===== config.mk =====
export PLATFORM = sky130hd
export DESIGN_NAME = pwm_prescale_on_delay_cfg
export DESIGN_NICKNAME = d
export VERILOG_FILES = /design/src/verilog/pwm_cfg_pkg.sv /design/src/verilog/pwm_prescale_on_delay_cfg.sv
export SDC_FILE = /design/constraint.sdc
export NUM_CORES = 1
export LEC_CHECK = 0
export ABC_AREA = 1
export BUFFER_PORTS_ARGS = -buffer_cell sky130_fd_sc_hd__buf_2
export CORE_MARGIN = 4
export CORE_UTILIZATION = 38
export CTS_BUF_LIST = sky130_fd_sc_hd__clkbuf_8
export CTS_CLUSTER_DIAMETER = 100
export CTS_CLUSTER_SIZE = 24
export DETAILED_ROUTE_END_ITERATION = 10
export SETUP_SLACK_MARGIN = 0.4
export SKIP_LAST_GASP = 1
export SLEW_MARGIN = 40
export SYNTH_ARGS = -nofsm -noshare
export SYNTH_HDL_FRONTEND = slang
export SYNTH_SLANG_ARGS = --single-unit

===== constraint.sdc =====
create_clock -name clk -period 3.1 [get_ports clk]
set_input_delay 0 -clock clk [delete_from_list [all_inputs] [get_ports clk]]
set_output_delay 0 -clock clk [all_outputs]
set_load 0.1 [all_outputs]

===== src/verilog/pwm_cfg_pkg.sv =====
// Operation
// - channel one prescale select bits 31:30
// - channel two independent prescale, same ratios
// - channel one on delay, 11 bits 18:8
// - channel two on delay, 11 bits 18:8
// - channel two delay only under serial control
// - channel one word at address 0x06
// - channel two word at address 0x07
// - pwm frequency is base over period plus one
// - duty zero is off, duty>=period full on
package pwm_cfg_pkg;
    // ********************
    // register map
    // ********************
    localparam logic [6:0]  chan_one_index    = 7'h06;
    localparam logic [6:0]  chan_two_index    = 7'h07;
    localparam logic [6:0]  period_one_index  = 7'h10;
    localparam logic [6:0]  period_two_index  = 7'h11;
    localparam logic [6:0]  control_index     = 7'h12;
    localparam int          presc_hi          = 31;
    localparam int          presc_lo          = 30;
    localparam int          delay_hi          = 18;
    localparam int          delay_lo          = 8;
    localparam int          duty_lo           = 16;
    localparam logic [31:0] cfg_mask          = 32'hc007ff00;
    localparam logic [31:0] reset_value       = 32'h00000000;
    localparam logic [31:0] period_mask       = 32'h07ff07ff;
    localparam logic [4:0]  div_one_last      = 5'h00;
    localparam logic [4:0]  div_two_last      = 5'h01;
    localparam logic [4:0]  div_four_last     = 5'h03;
    localparam logic [4:0]  div_twenty_last   = 5'h13;
endpackage : pwm_cfg_pkg


===== src/verilog/pwm_prescale_on_delay_cfg.sv =====
`timescale 1ns/1ns
module pwm_prescale_on_delay_cfg
(
    // system
    input  wire logic        clk,
    input  wire logic        srst,
    // avalon-mm slave
    input  wire logic [8:0]  address,
    input  wire logic        read,
    input  wire logic        write,
    input  wire logic [31:0] writedata,
    output logic      [31:0] readdata,
    output logic             waitrequest,
    // pwm outputs
    output logic             bridge_one_outputs,
    output logic             bridge_two_outputs
);
    import pwm_cfg_pkg::*;

    // ********************
    // registers
    // ********************
    logic [31:0] chan_one_prescale_on_delay;
    logic [31:0] chan_two_prescale_on_delay;
    logic [31:0] period_one;
    logic [31:0] period_two;
    logic [1:0]  serial_ctrl;
    logic        done;

    wire         req      = (read | write) & ~done;
    wire  [6:0]  idx      = address[8:2];
    wire         hit_one  = idx == chan_one_index;
    wire         hit_two  = idx == chan_two_index;
    wire         hit_p1   = idx == period_one_index;
    wire         hit_p2   = idx == period_two_index;
    wire         hit_ctl  = idx == control_index;
    wire  [31:0] wmask    = writedata & cfg_mask;
    wire  [31:0] next_readdata =
        hit_one ? chan_one_prescale_on_delay :
        hit_two ? chan_two_prescale_on_delay :
        hit_p1  ? period_one :
        hit_p2  ? period_two :
        hit_ctl ? {30'h00000000, serial_ctrl} : 32'h00000000;

    always_ff @(posedge clk)
    begin
        if (srst)
        begin
            chan_one_prescale_on_delay <= reset_value;
            chan_two_prescale_on_delay <= reset_value;
            period_one  <= reset_value;
            period_two  <= reset_value;
            serial_ctrl <= 2'h0;
            done        <= 1'b0;
            waitrequest <= 1'b1;
            readdata    <= 32'h00000000;
        end
        else
        begin
            done        <= req;
            waitrequest <= ~req;
            if (req && read)
                readdata <= next_readdata;
            if (req && write && hit_one)
                chan_one_prescale_on_delay <= wmask;
            if (req && write && hit_two)
                chan_two_prescale_on_delay <= wmask;
            if (req && write && hit_p1)
                period_one <= writedata & period_mask;
            if (req && write && hit_p2)
                period_two <= writedata & period_mask;
            if (req && write && hit_ctl)
                serial_ctrl <= writedata[1:0];
        end
    end

    // ********************
    // channels
    // ********************
    pwm_chan one
    (
        .clk      (clk),
        .srst     (srst),
        .presc    (chan_one_prescale_on_delay[presc_hi:presc_lo]),
        .delay    (chan_one_prescale_on_delay[delay_hi:delay_lo]),
        .period   (period_one[10:0]),
        .duty     (period_one[duty_lo+10:duty_lo]),
        .serial   (serial_ctrl[0]),
        .pwm_out  (bridge_one_outputs)
    );
    pwm_chan two
    (
        .clk      (clk),
        .srst     (srst),
        .presc    (chan_two_prescale_on_delay[presc_hi:presc_lo]),
        .delay    (chan_two_prescale_on_delay[delay_hi:delay_lo]),
        .period   (period_two[10:0]),
        .duty     (period_two[duty_lo+10:duty_lo]),
        .serial   (serial_ctrl[1]),
        .pwm_out  (bridge_two_outputs)
    );

    // ********************
    // assertions
    // ********************
    read_one_word_a: assert property (@(posedge clk) disable iff (srst)
        (read && !waitrequest && address[8:2] == chan_one_index) |->
        readdata == chan_one_prescale_on_delay)
        else $error("channel one readback wrong");
    zero_bits_a: assert property (@(posedge clk) disable iff (srst)
        (chan_two_prescale_on_delay & ~cfg_mask) == 32'h00000000)
        else $error("unused bits not zero");

    zero_one_bits_a: assert property (@(posedge clk) disable iff (srst)
        (chan_one_prescale_on_delay & ~cfg_mask) == 32'h00000000)
        else $error("channel one unused bits not zero");

    read_two_word_a: assert property (@(posedge clk) disable iff (srst)
        (read && !waitrequest && idx == chan_two_index) |->
        readdata == chan_two_prescale_on_delay)
        else $error("channel two readback wrong");

    write_one_word_a: assert property (@(posedge clk) disable iff (srst)
        (write && !waitrequest && idx == chan_one_index) |->
        chan_one_prescale_on_delay == wmask)
        else $error("channel one write lost");

    write_two_word_a: assert property (@(posedge clk) disable iff (srst)
        (write && !waitrequest && idx == chan_two_index) |->
        chan_two_prescale_on_delay == wmask)
        else $error("channel two write lost");

    answer_once_a: assert property (@(posedge clk) disable iff (srst)
        !waitrequest |=> waitrequest)
        else $error("waitrequest low twice in a row");
endmodule : pwm_prescale_on_delay_cfg

module pwm_chan
    import pwm_cfg_pkg::*;
#(
    // sizing
    parameter int count_width = 11
)
(
    // control
    input  wire logic                   clk,
    input  wire logic                   srst,
    input  wire logic [1:0]             presc,
    input  wire logic [count_width-1:0] delay,
    input  wire logic [count_width-1:0] period,
    input  wire logic [count_width-1:0] duty,
    input  wire logic                   serial,
    // output
    output logic                        pwm_out
);

    // ********************
    // parameter check
    // ********************
    if (count_width < 1 || count_width > 16)
    begin : bad_width
        $error("count_width outside 1 to 16");
    end

    // ********************
    // base frequency divider
    // ********************
    logic [4:0]             div;
    wire  [4:0]             last     = presc == 2'h0 ? div_one_last  :
                                       presc == 2'h1 ? div_two_last  :
                                       presc == 2'h2 ? div_four_last : div_twenty_last;
    wire                    tick     = div >= last;
    wire  [4:0]             next_div = tick ? 5'h00 : div + 5'h01;

    // ********************
    // period, duty and on delay
    // ********************
    logic [count_width-1:0] cnt;
    logic [count_width-1:0] dly;
    wire                    wrap     = cnt >= period;
    wire  [count_width-1:0] next_cnt = wrap ? '0 : cnt + 1'b1;
    wire                    delay_ok = dly >= delay;
    wire                    dly_step = serial && tick && !delay_ok;
    wire                    on       = (duty != '0) && (duty >= period || cnt < duty);

    always_ff @(posedge clk)
    begin
        if (srst)
        begin
            div     <= 5'h00;
            cnt     <= '0;
            dly     <= '0;
            pwm_out <= 1'b0;
        end
        else
        begin
            div <= next_div;
            if (!serial)
                dly <= '0;
            else if (dly_step)
                dly <= dly + 1'b1;
            if (tick)
                cnt <= next_cnt;
            pwm_out <= serial && delay_ok && on;
        end
    end

    // ********************
    // assertions
    // ********************
    zero_duty_a: assert property (@(posedge clk) disable iff (srst)
        (duty == '0) |=> !pwm_out)
        else $error("zero duty drove output");

    full_duty_a: assert property (@(posedge clk) disable iff (srst)
        (serial && delay_ok && duty != '0 && duty >= period) |=> pwm_out)
        else $error("full duty left output low");

    serial_off_a: assert property (@(posedge clk) disable iff (srst)
        !serial |=> !pwm_out)
        else $error("output active without serial control");

    held_delay_a: assert property (@(posedge clk) disable iff (srst)
        (serial && !delay_ok) |=> !pwm_out)
        else $error("output active during on delay");

    div_restart_a: assert property (@(posedge clk) disable iff (srst)
        (tick && presc == 2'h3) |=> (presc != 2'h3 || !tick))
        else $error("divide by twenty ticked early");

    wrap_period_a: assert property (@(posedge clk) disable iff (srst)
        (tick && wrap) |=> cnt == '0)
        else $error("period counter did not wrap");
endmodule : pwm_chan


==> results.cfg, run 1 <==
[power]
p_clk_frac = 0.410
power.switching_w = 0.00101
leakagePower_nw = 4.49
intPower_w = 0.00291
peakVddDrop_v = 0.000197
seq_power_share = 0.523
powerDensity_mw_per_mm2 = 374
swShare = 0.258
p_comb_frac = 0.067
total_power_w = 0.00393

[clock_tree]
cts_max_path_buffers = 2
cts.sinks = 159
cts_root_buffer = clkbuf_8
cts_setup_buffers = 0
cts_made_buffers = 17
cts_tree = done
insertion_delay_ns = 0.47
htreeDepth = 4
cts.clk_slew.worst_paths_ns = 0.08

[synth]
yosys.area_share.simple = 0.221
ys.flop_type = dfxtp_1
synth_area_mm2 = 0.00917
synthDistinctLibCells = 39
async_reset_ff_frac = 0
synth_compound_area_frac = 0.181
ys_seq_area_frac = 0.347
synthXorXnorAreaFrac = 0.0210
synth_mux_area_frac = 0
synthAdderAreaFrac = 0.134
yosys_warnings = 0
synth_top_family_by_area = simple AND/OR/NAND/NOR gates
avgSynthCellArea_um2 = 7.06
synth_edf_count = 0
ys_ff_latch = 159
synth_cells = 1298

[grt]
top_usage_layer = met2
grt_start_max_net_pins = 54
antenna_found_initial = 0
met3_usage = 0.0255
met2_usage = 0.344
grt_overflow = 0
met1_usage = 0.236
grtUsageTotal = 0.193
grt_pass1_vias = 7948
grt_first_pass_wirelength_mm = 40.7

[critical_path]
required_ns = 3.45
path_common_cell = nand2_1
crit_type = register to register
worstRegToRegCells = 12
cp_slowest_cell = nand2_1
cp-start-kind = register
worstSetupEndpointType = register
path_max_fanout = 13
slowest_delay_ns = 0.39
worstPathCellList = inv_1 > nand2_1 > ha_1 > inv_1 > a21oi_1 > o21ai_1 > nand2_1 > nand2_1 > inv_2 > nand2_2 > nand2_1 > a21oi_1
cp.arrival_ns = 2.65

[floorplan]
die-area_mm2 = 0.0267
die_w_um = 163
dieHeight_um = 163
coreArea_mm2 = 0.0236
start_util = 0.388
io_pins = 80
rows = 56

[timing]
rsz0062_at_grt = false
fin_crit_sh = 0.742
layout_min_cycle_time_ns = 2.30
finalSetupTns_ns = 0
final_hold_viol_count = 0
setup_violations = 0
skew_ns = 0.0112
worstMarginPinSlew_ns = 0.790
slew_headroom = 0.473
max_freq_mhz = 435
drv_slew = 0

[placed_design]
dpl.hpwl_mm = 19.3
portBuffers = 71
gp_congestion = 0.900

[route]
avgViaCountPerCell = 4.93
drc = 0
routedWlPerCell_um = 14.8
drt_pass1_iterations = 5
drt_iter0_drc = 498
drt_wl_total_mm = 25.5
antenna_left = 0
vias = 8477

[outcome]
status = completed

[job]
max_cap_violations = 0

[finish]
fillCellCount = 2476
antenna_cells = 0
seqCellArea_mm2 = 0.00318
area_delta_synth_final_pct = 14.6
drive_above_1_share = 0.0914
multi_input_area_mm2 = 0.00511
fin_nets = 1531

[hold_path]
hp-class = input pin to register
holdPathStages = 5
==> stage by stage <==
| stage | cell area (um^2) | hold WS (ns) | std cells | setup slack [ns] | utilization |
|---|---|---|---|---|---|
| final | 10500 | 0.0673 | 1720 | 0.800 | 0.445 |
| after global routing | 10500 | 0.0993 | 1720 | 0.641 | 0.445 |
| after CTS | 10500 | 0.0270 | 1720 | 0.809 | 0.445 |
| after detailed placement | 9770 | 0.300 | 1655 | 0.815 | 0.414 |
| after global placement | 9770 | 0.294 | 1655 | 0.849 | 0.414 |
| after floorplan | 9170 | 0.135 | 1300 | 1.43 | - |
==> path summary, 6_finish.rpt <==
path	from	end	slack [ns]
min	address[3]	serial_ctrl[0]	0.07
max	chan_one_prescale_on_delay[31]	one.dly[6]	0.80
max reg2reg	chan_one_prescale_on_delay[31]	one.dly[6]	0.80
min reg2reg	readdata[23]	readdata[23]	0.47
==> cells in the mapped netlist, types with 2 or more instances <==
library cell | number | area, um^2
o21bai_1 | 4 | 30.0
inv_2 | 8 | 30.0
nor2_2 | 3 | 18.8
buf_4 | 4 | 30.0
buf_1 | 3 | 11.3
nand2_2 | 8 | 50.1
xor2_1 | 18 | 158
nor4_1 | 2 | 12.5
o221ai_1 | 4 | 35.0
nand2_1 | 267 | 1000
o211ai_1 | 7 | 52.6
nand3b_1 | 3 | 22.5
o22ai_1 | 17 | 106
nor3_1 | 12 | 60.1
clkinv_1 | 2 | 7.51
ha_1 | 98 | 1230
dfxtp_1 | 159 | 3180
o21ai_0 | 101 | 505
inv_1 | 172 | 646
clkbuf_1 | 12 | 45.0
nor2_1 | 114 | 428
o31ai_1 | 6 | 45.0
nor3b_1 | 2 | 15.0
o21a_1 | 6 | 45.0
buf_2 | 18 | 90.1
nand3_1 | 57 | 285
xnor2_1 | 4 | 35.0
a21oi_1 | 160 | 801
nand4_1 | 17 | 106
==> cell families (layout without fill, tap and decap cells) <==
logic type / Yosys count / count (layout)
compound gates: 310 / 310
xor+xnor: 22 / 22
fa+ha+maj: 98 / 98
buf+inv: 221 / 322
flops: 159 / 159
other cells: 1 / 3
simple gates: 487 / 487
==> power groups by stage <==
stage | Clock, W | Sequential (W) | Combinational [W]
2_1_floorplan | 0 | 0.00214 | 0.000118
3_3_place_gp | 0 | 0.00210 | 0.000229
3_5_place_dp | 0 | 0.00210 | 0.000230
4_1_cts | 0.00166 | 0.00205 | 0.000263
5_1_grt | 0.00173 | 0.00206 | 0.000288
6_report | 0.00161 | 0.00205 | 0.000263
==> cell type report <==
cell class / instances / share of cell area
multi-input cells: 920 / 0.487
flip-flops and latches: 159 / 0.303
repair buffers: 108 / 0.0681
inverters: 182 / 0.0650
well taps: 319 / 0.0380
clock buffers: 20 / 0.0262
clock inverters: 12 / 0.0129
==> layer usage <==
metal  vias to the layer above  routed length, um
li1                       4461                  -
met1                      3844              11700
met2                       138              12300
met3                        34                761
met4                         0                718
met5                         -                  0
==> layout by cell type (no fill, tap or decap), types with 2 or more instances in the layout <==
| cell | n |
|---|---|
| nand2_1 | 267 |
| buf_2 | 71 |
| bufinv_16 | 2 |
| inv_2 | 9 |
| inv_1 | 172 |
| nor4_1 | 2 |
| nor3b_1 | 2 |
| dfxtp_1 | 159 |
| xnor2_1 | 4 |
| ha_1 | 98 |
| clkinv_1 | 2 |
| nand4_1 | 17 |
| a21oi_1 | 160 |
| o221ai_1 | 4 |
| o31ai_1 | 6 |
| clkbuf_8 | 20 |
| o21bai_1 | 4 |
| nand2_2 | 8 |
| buf_4 | 4 |
| clkinvlp_4 | 6 |
| o21a_1 | 6 |
| xor2_1 | 18 |
| o211ai_1 | 7 |
| conb_1 | 3 |
| nor2_2 | 3 |
| clkinv_4 | 2 |
| nor2_1 | 114 |
| nor3_1 | 12 |
| nand3_1 | 57 |
| o22ai_1 | 17 |
| dlygate4sd3_1 | 33 |
| nand3b_1 | 3 |
| o21ai_0 | 101 |
==> critical path, delay by kind of cell (launching register included) <==
family	cells	cell delay (ns)
AOI/OAI and AO/OA	3	0.26
adders and majority gates	1	0.27
DFF	1	0.32
buffers and inverters	3	0.38
and+or+nand+nor	5	0.96
==> flip-flops by register name (all words and copies together) (netlist names), 2 cells and up <==
name                        flops
serial_ctrl                     2
chan_one_prescale_on_delay     13
readdata                       29
two.cnt                        11
chan_two_prescale_on_delay     13
two.dly                        11
period_one                     22
two.div                         5
one.cnt                        11
one.dly                        11
one.div                         5
period_two                     22
==> timing repair <==
action                                 in CTS  in global routing
hold buffers                               33                  0
resized for setup                           0                  0
endpoints found under the hold margin      74                  0
No activity file was read; power rests on OpenSTA's default activity.
==> run 2, diff against run 1 <==
Clock period 3.1 ns to 2.3 ns, I/O delays scaled along.
==> results.cfg, run 2 (synthesis gave the netlist of run 1 again) <==
[clock_tree]
htreeDepth = 4
cts_made_buffers = 17
cts_max_path_buffers = 2
insertion_delay_ns = 0.46
cts.clk_slew.worst_paths_ns = 0.09
cts.sinks = 159
cts_tree = done
cts_root_buffer = clkbuf_8

[power]
total_power_w = 0.00579
powerDensity_mw_per_mm2 = 526
intPower_w = 0.00443
p_clk_frac = 0.459
seq_power_share = 0.478
leakagePower_nw = 4.71
swShare = 0.236
p_comb_frac = 0.063
power.switching_w = 0.00137
peakVddDrop_v = 0.000308

[timing]
fin_crit_sh = 0.782
rsz0062_at_grt = true
final_hold_viol_count = 0
skew_ns = 0.0167
layout_setup_ws_ns = 0.501
setup_violations = 0
max_freq_mhz = 556
finalSetupTns_ns = 0
slew_headroom = 0.593
drv_slew = 0
layout_min_cycle_time_ns = 1.80
worstMarginPinSlew_ns = 0.610

[floorplan]
dieHeight_um = 163
start_util = 0.388
die-area_mm2 = 0.0267
rows = 56
coreArea_mm2 = 0.0236
io_pins = 80
die_w_um = 163

[route]
routedWlPerCell_um = 14.9
drt_wl_total_mm = 25.9
met2_length_mm = 12.5
antenna_left = 0
drt_pass1_iterations = 5
top_layer = met4
route.layer.met1.wl_mm = 11.8
vias = 8626
avgViaCountPerCell = 4.95
drt_iter0_drc = 578
drc = 0
wl_met3_um = 959

[grt]
antenna_found_initial = 0
grt_pass1_vias = 8022
grt_first_pass_wirelength_mm = 41.3
grt_start_max_net_pins = 44
grtUsageTotal = 0.196
grt_overflow = 0

[placed_design]
dpl.hpwl_mm = 19.6
gp_congestion = 0.879
portBuffers = 71
dp_slack_ns = 0.353

[critical_path]
cp-start-kind = register
worstSetupEndpointType = register
required_ns = 2.65
path_max_fanout = 9
r2r_start = chan_one_prescale_on_delay[17]
r2r_end = one.dly[3]
crit_type = register to register
r2r_setup_slack_ns = 0.50
cp.arrival_ns = 2.15
worstRegToRegCells = 13

[finish]
area_delta_synth_final_pct = 20.2
fin_nets = 1554
antenna_cells = 0
reg.largest.list = readdata (29), period_one (22), period_two (22)
drive_above_1_share = 0.133
final_cell_mix = 261 x nand2_1, 165 x inv_1, 154 x a21oi_1, 153 x dfxtp_1, 110 x nor2_1
layout_commonest_cell = nand2_1
largest_reg_flops = 29
top_register = readdata

[job]
max_cap_violations = 0

[hold_path]
hp-class = input pin to register
min-delay-start = address[3]
holdPathStages = 6
holdPathEnd = period_two[0]

[outcome]
status = completed
==> run 2: changes by cell type in the layout (fill, tap and decap cells not counted), sizes merged <==
cell         previous run  this run
buf                    75        97
bufinv                  2         7
clkbuf                 20        18
clkinv                  4         5
clkinvlp                6         0
dlygate4sd3            33        34
inv                   182       184
==> run 2: routing by layer <==
metal,global-route usage,vias up
li1,-,4515
met1,0.247,3939
met2,0.340,137
met3,0.0336,35
met4,0.0633,0
met5,0,-
==> run 2: worst max path at each step <==
stage,from,end,slack (ns),cells past startpoint
6_report,chan_one_prescale_on_delay[17],one.dly[3],0.50,13
5_1_grt,address[7],chan_one_prescale_on_delay[11],0.37,8
3_3_place_gp,chan_one_prescale_on_delay[31],one.dly[2],0.39,12
3_5_place_dp,chan_one_prescale_on_delay[31],one.dly[10],0.35,12
2_1_floorplan,chan_two_prescale_on_delay[18],two.dly[10],0.63,10
4_1_cts,chan_one_prescale_on_delay[31],one.cnt[8],0.39,12
==> run 2: what timing repair did <==
item,in CTS,in global routing
hold buffers,34,0
setup endpoints to repair,13,50
pin swaps,0,15
hold endpoints to repair,75,0
resized for setup,5,58
setup buffers,0,7
gates cloned,0,1
==> run 2: per-stage QoR <==
step	hold slack, ns	utilization	instance area, um^2	instances
after CTS	0.00842	0.455	10700	1735
after floorplan	0.135	-	9170	1300
final	0.0447	0.466	11000	1743
after global placement	0.295	0.418	9870	1669
after detailed placement	0.298	0.418	9870	1669
after global routing	0.0708	0.466	11000	1743
==> run 2: final cells by class <==
type | count | area, um^2
clock buffer | 18 | 248
clock inverter | 14 | 262
fill | 2435 | 12600
inverter | 182 | 693
multi-input combinational | 920 | 5300
sequential | 159 | 3190
tap | 319 | 399
timing repair buffer | 131 | 920
==> run 2: power by group through the flow <==
stage / sequential, W / combinational (W) / clock (W)
after CTS: 0.00277 / 0.000358 / 0.00273
after detailed placement: 0.00283 / 0.000312 / 0
after global placement: 0.00283 / 0.000310 / 0
after floorplan: 0.00288 / 0.000159 / 0
after global routing: 0.00277 / 0.000399 / 0.00284
final: 0.00277 / 0.000365 / 0.00266
==> run 2: worst max-delay path, cell delays in order (launching register included) <==
cell and delay (ns):
dfxtp_1 0.32, inv_1 0.07, ha_1 0.31, nand2_2 0.08, inv_1 0.06, nand2_1 0.08
inv_1 0.04, nand2_1 0.09, nand3_2 0.10, nor2_4 0.20, buf_12 0.14, nand2_8 0.06
nand2_1 0.07, a21oi_1 0.06
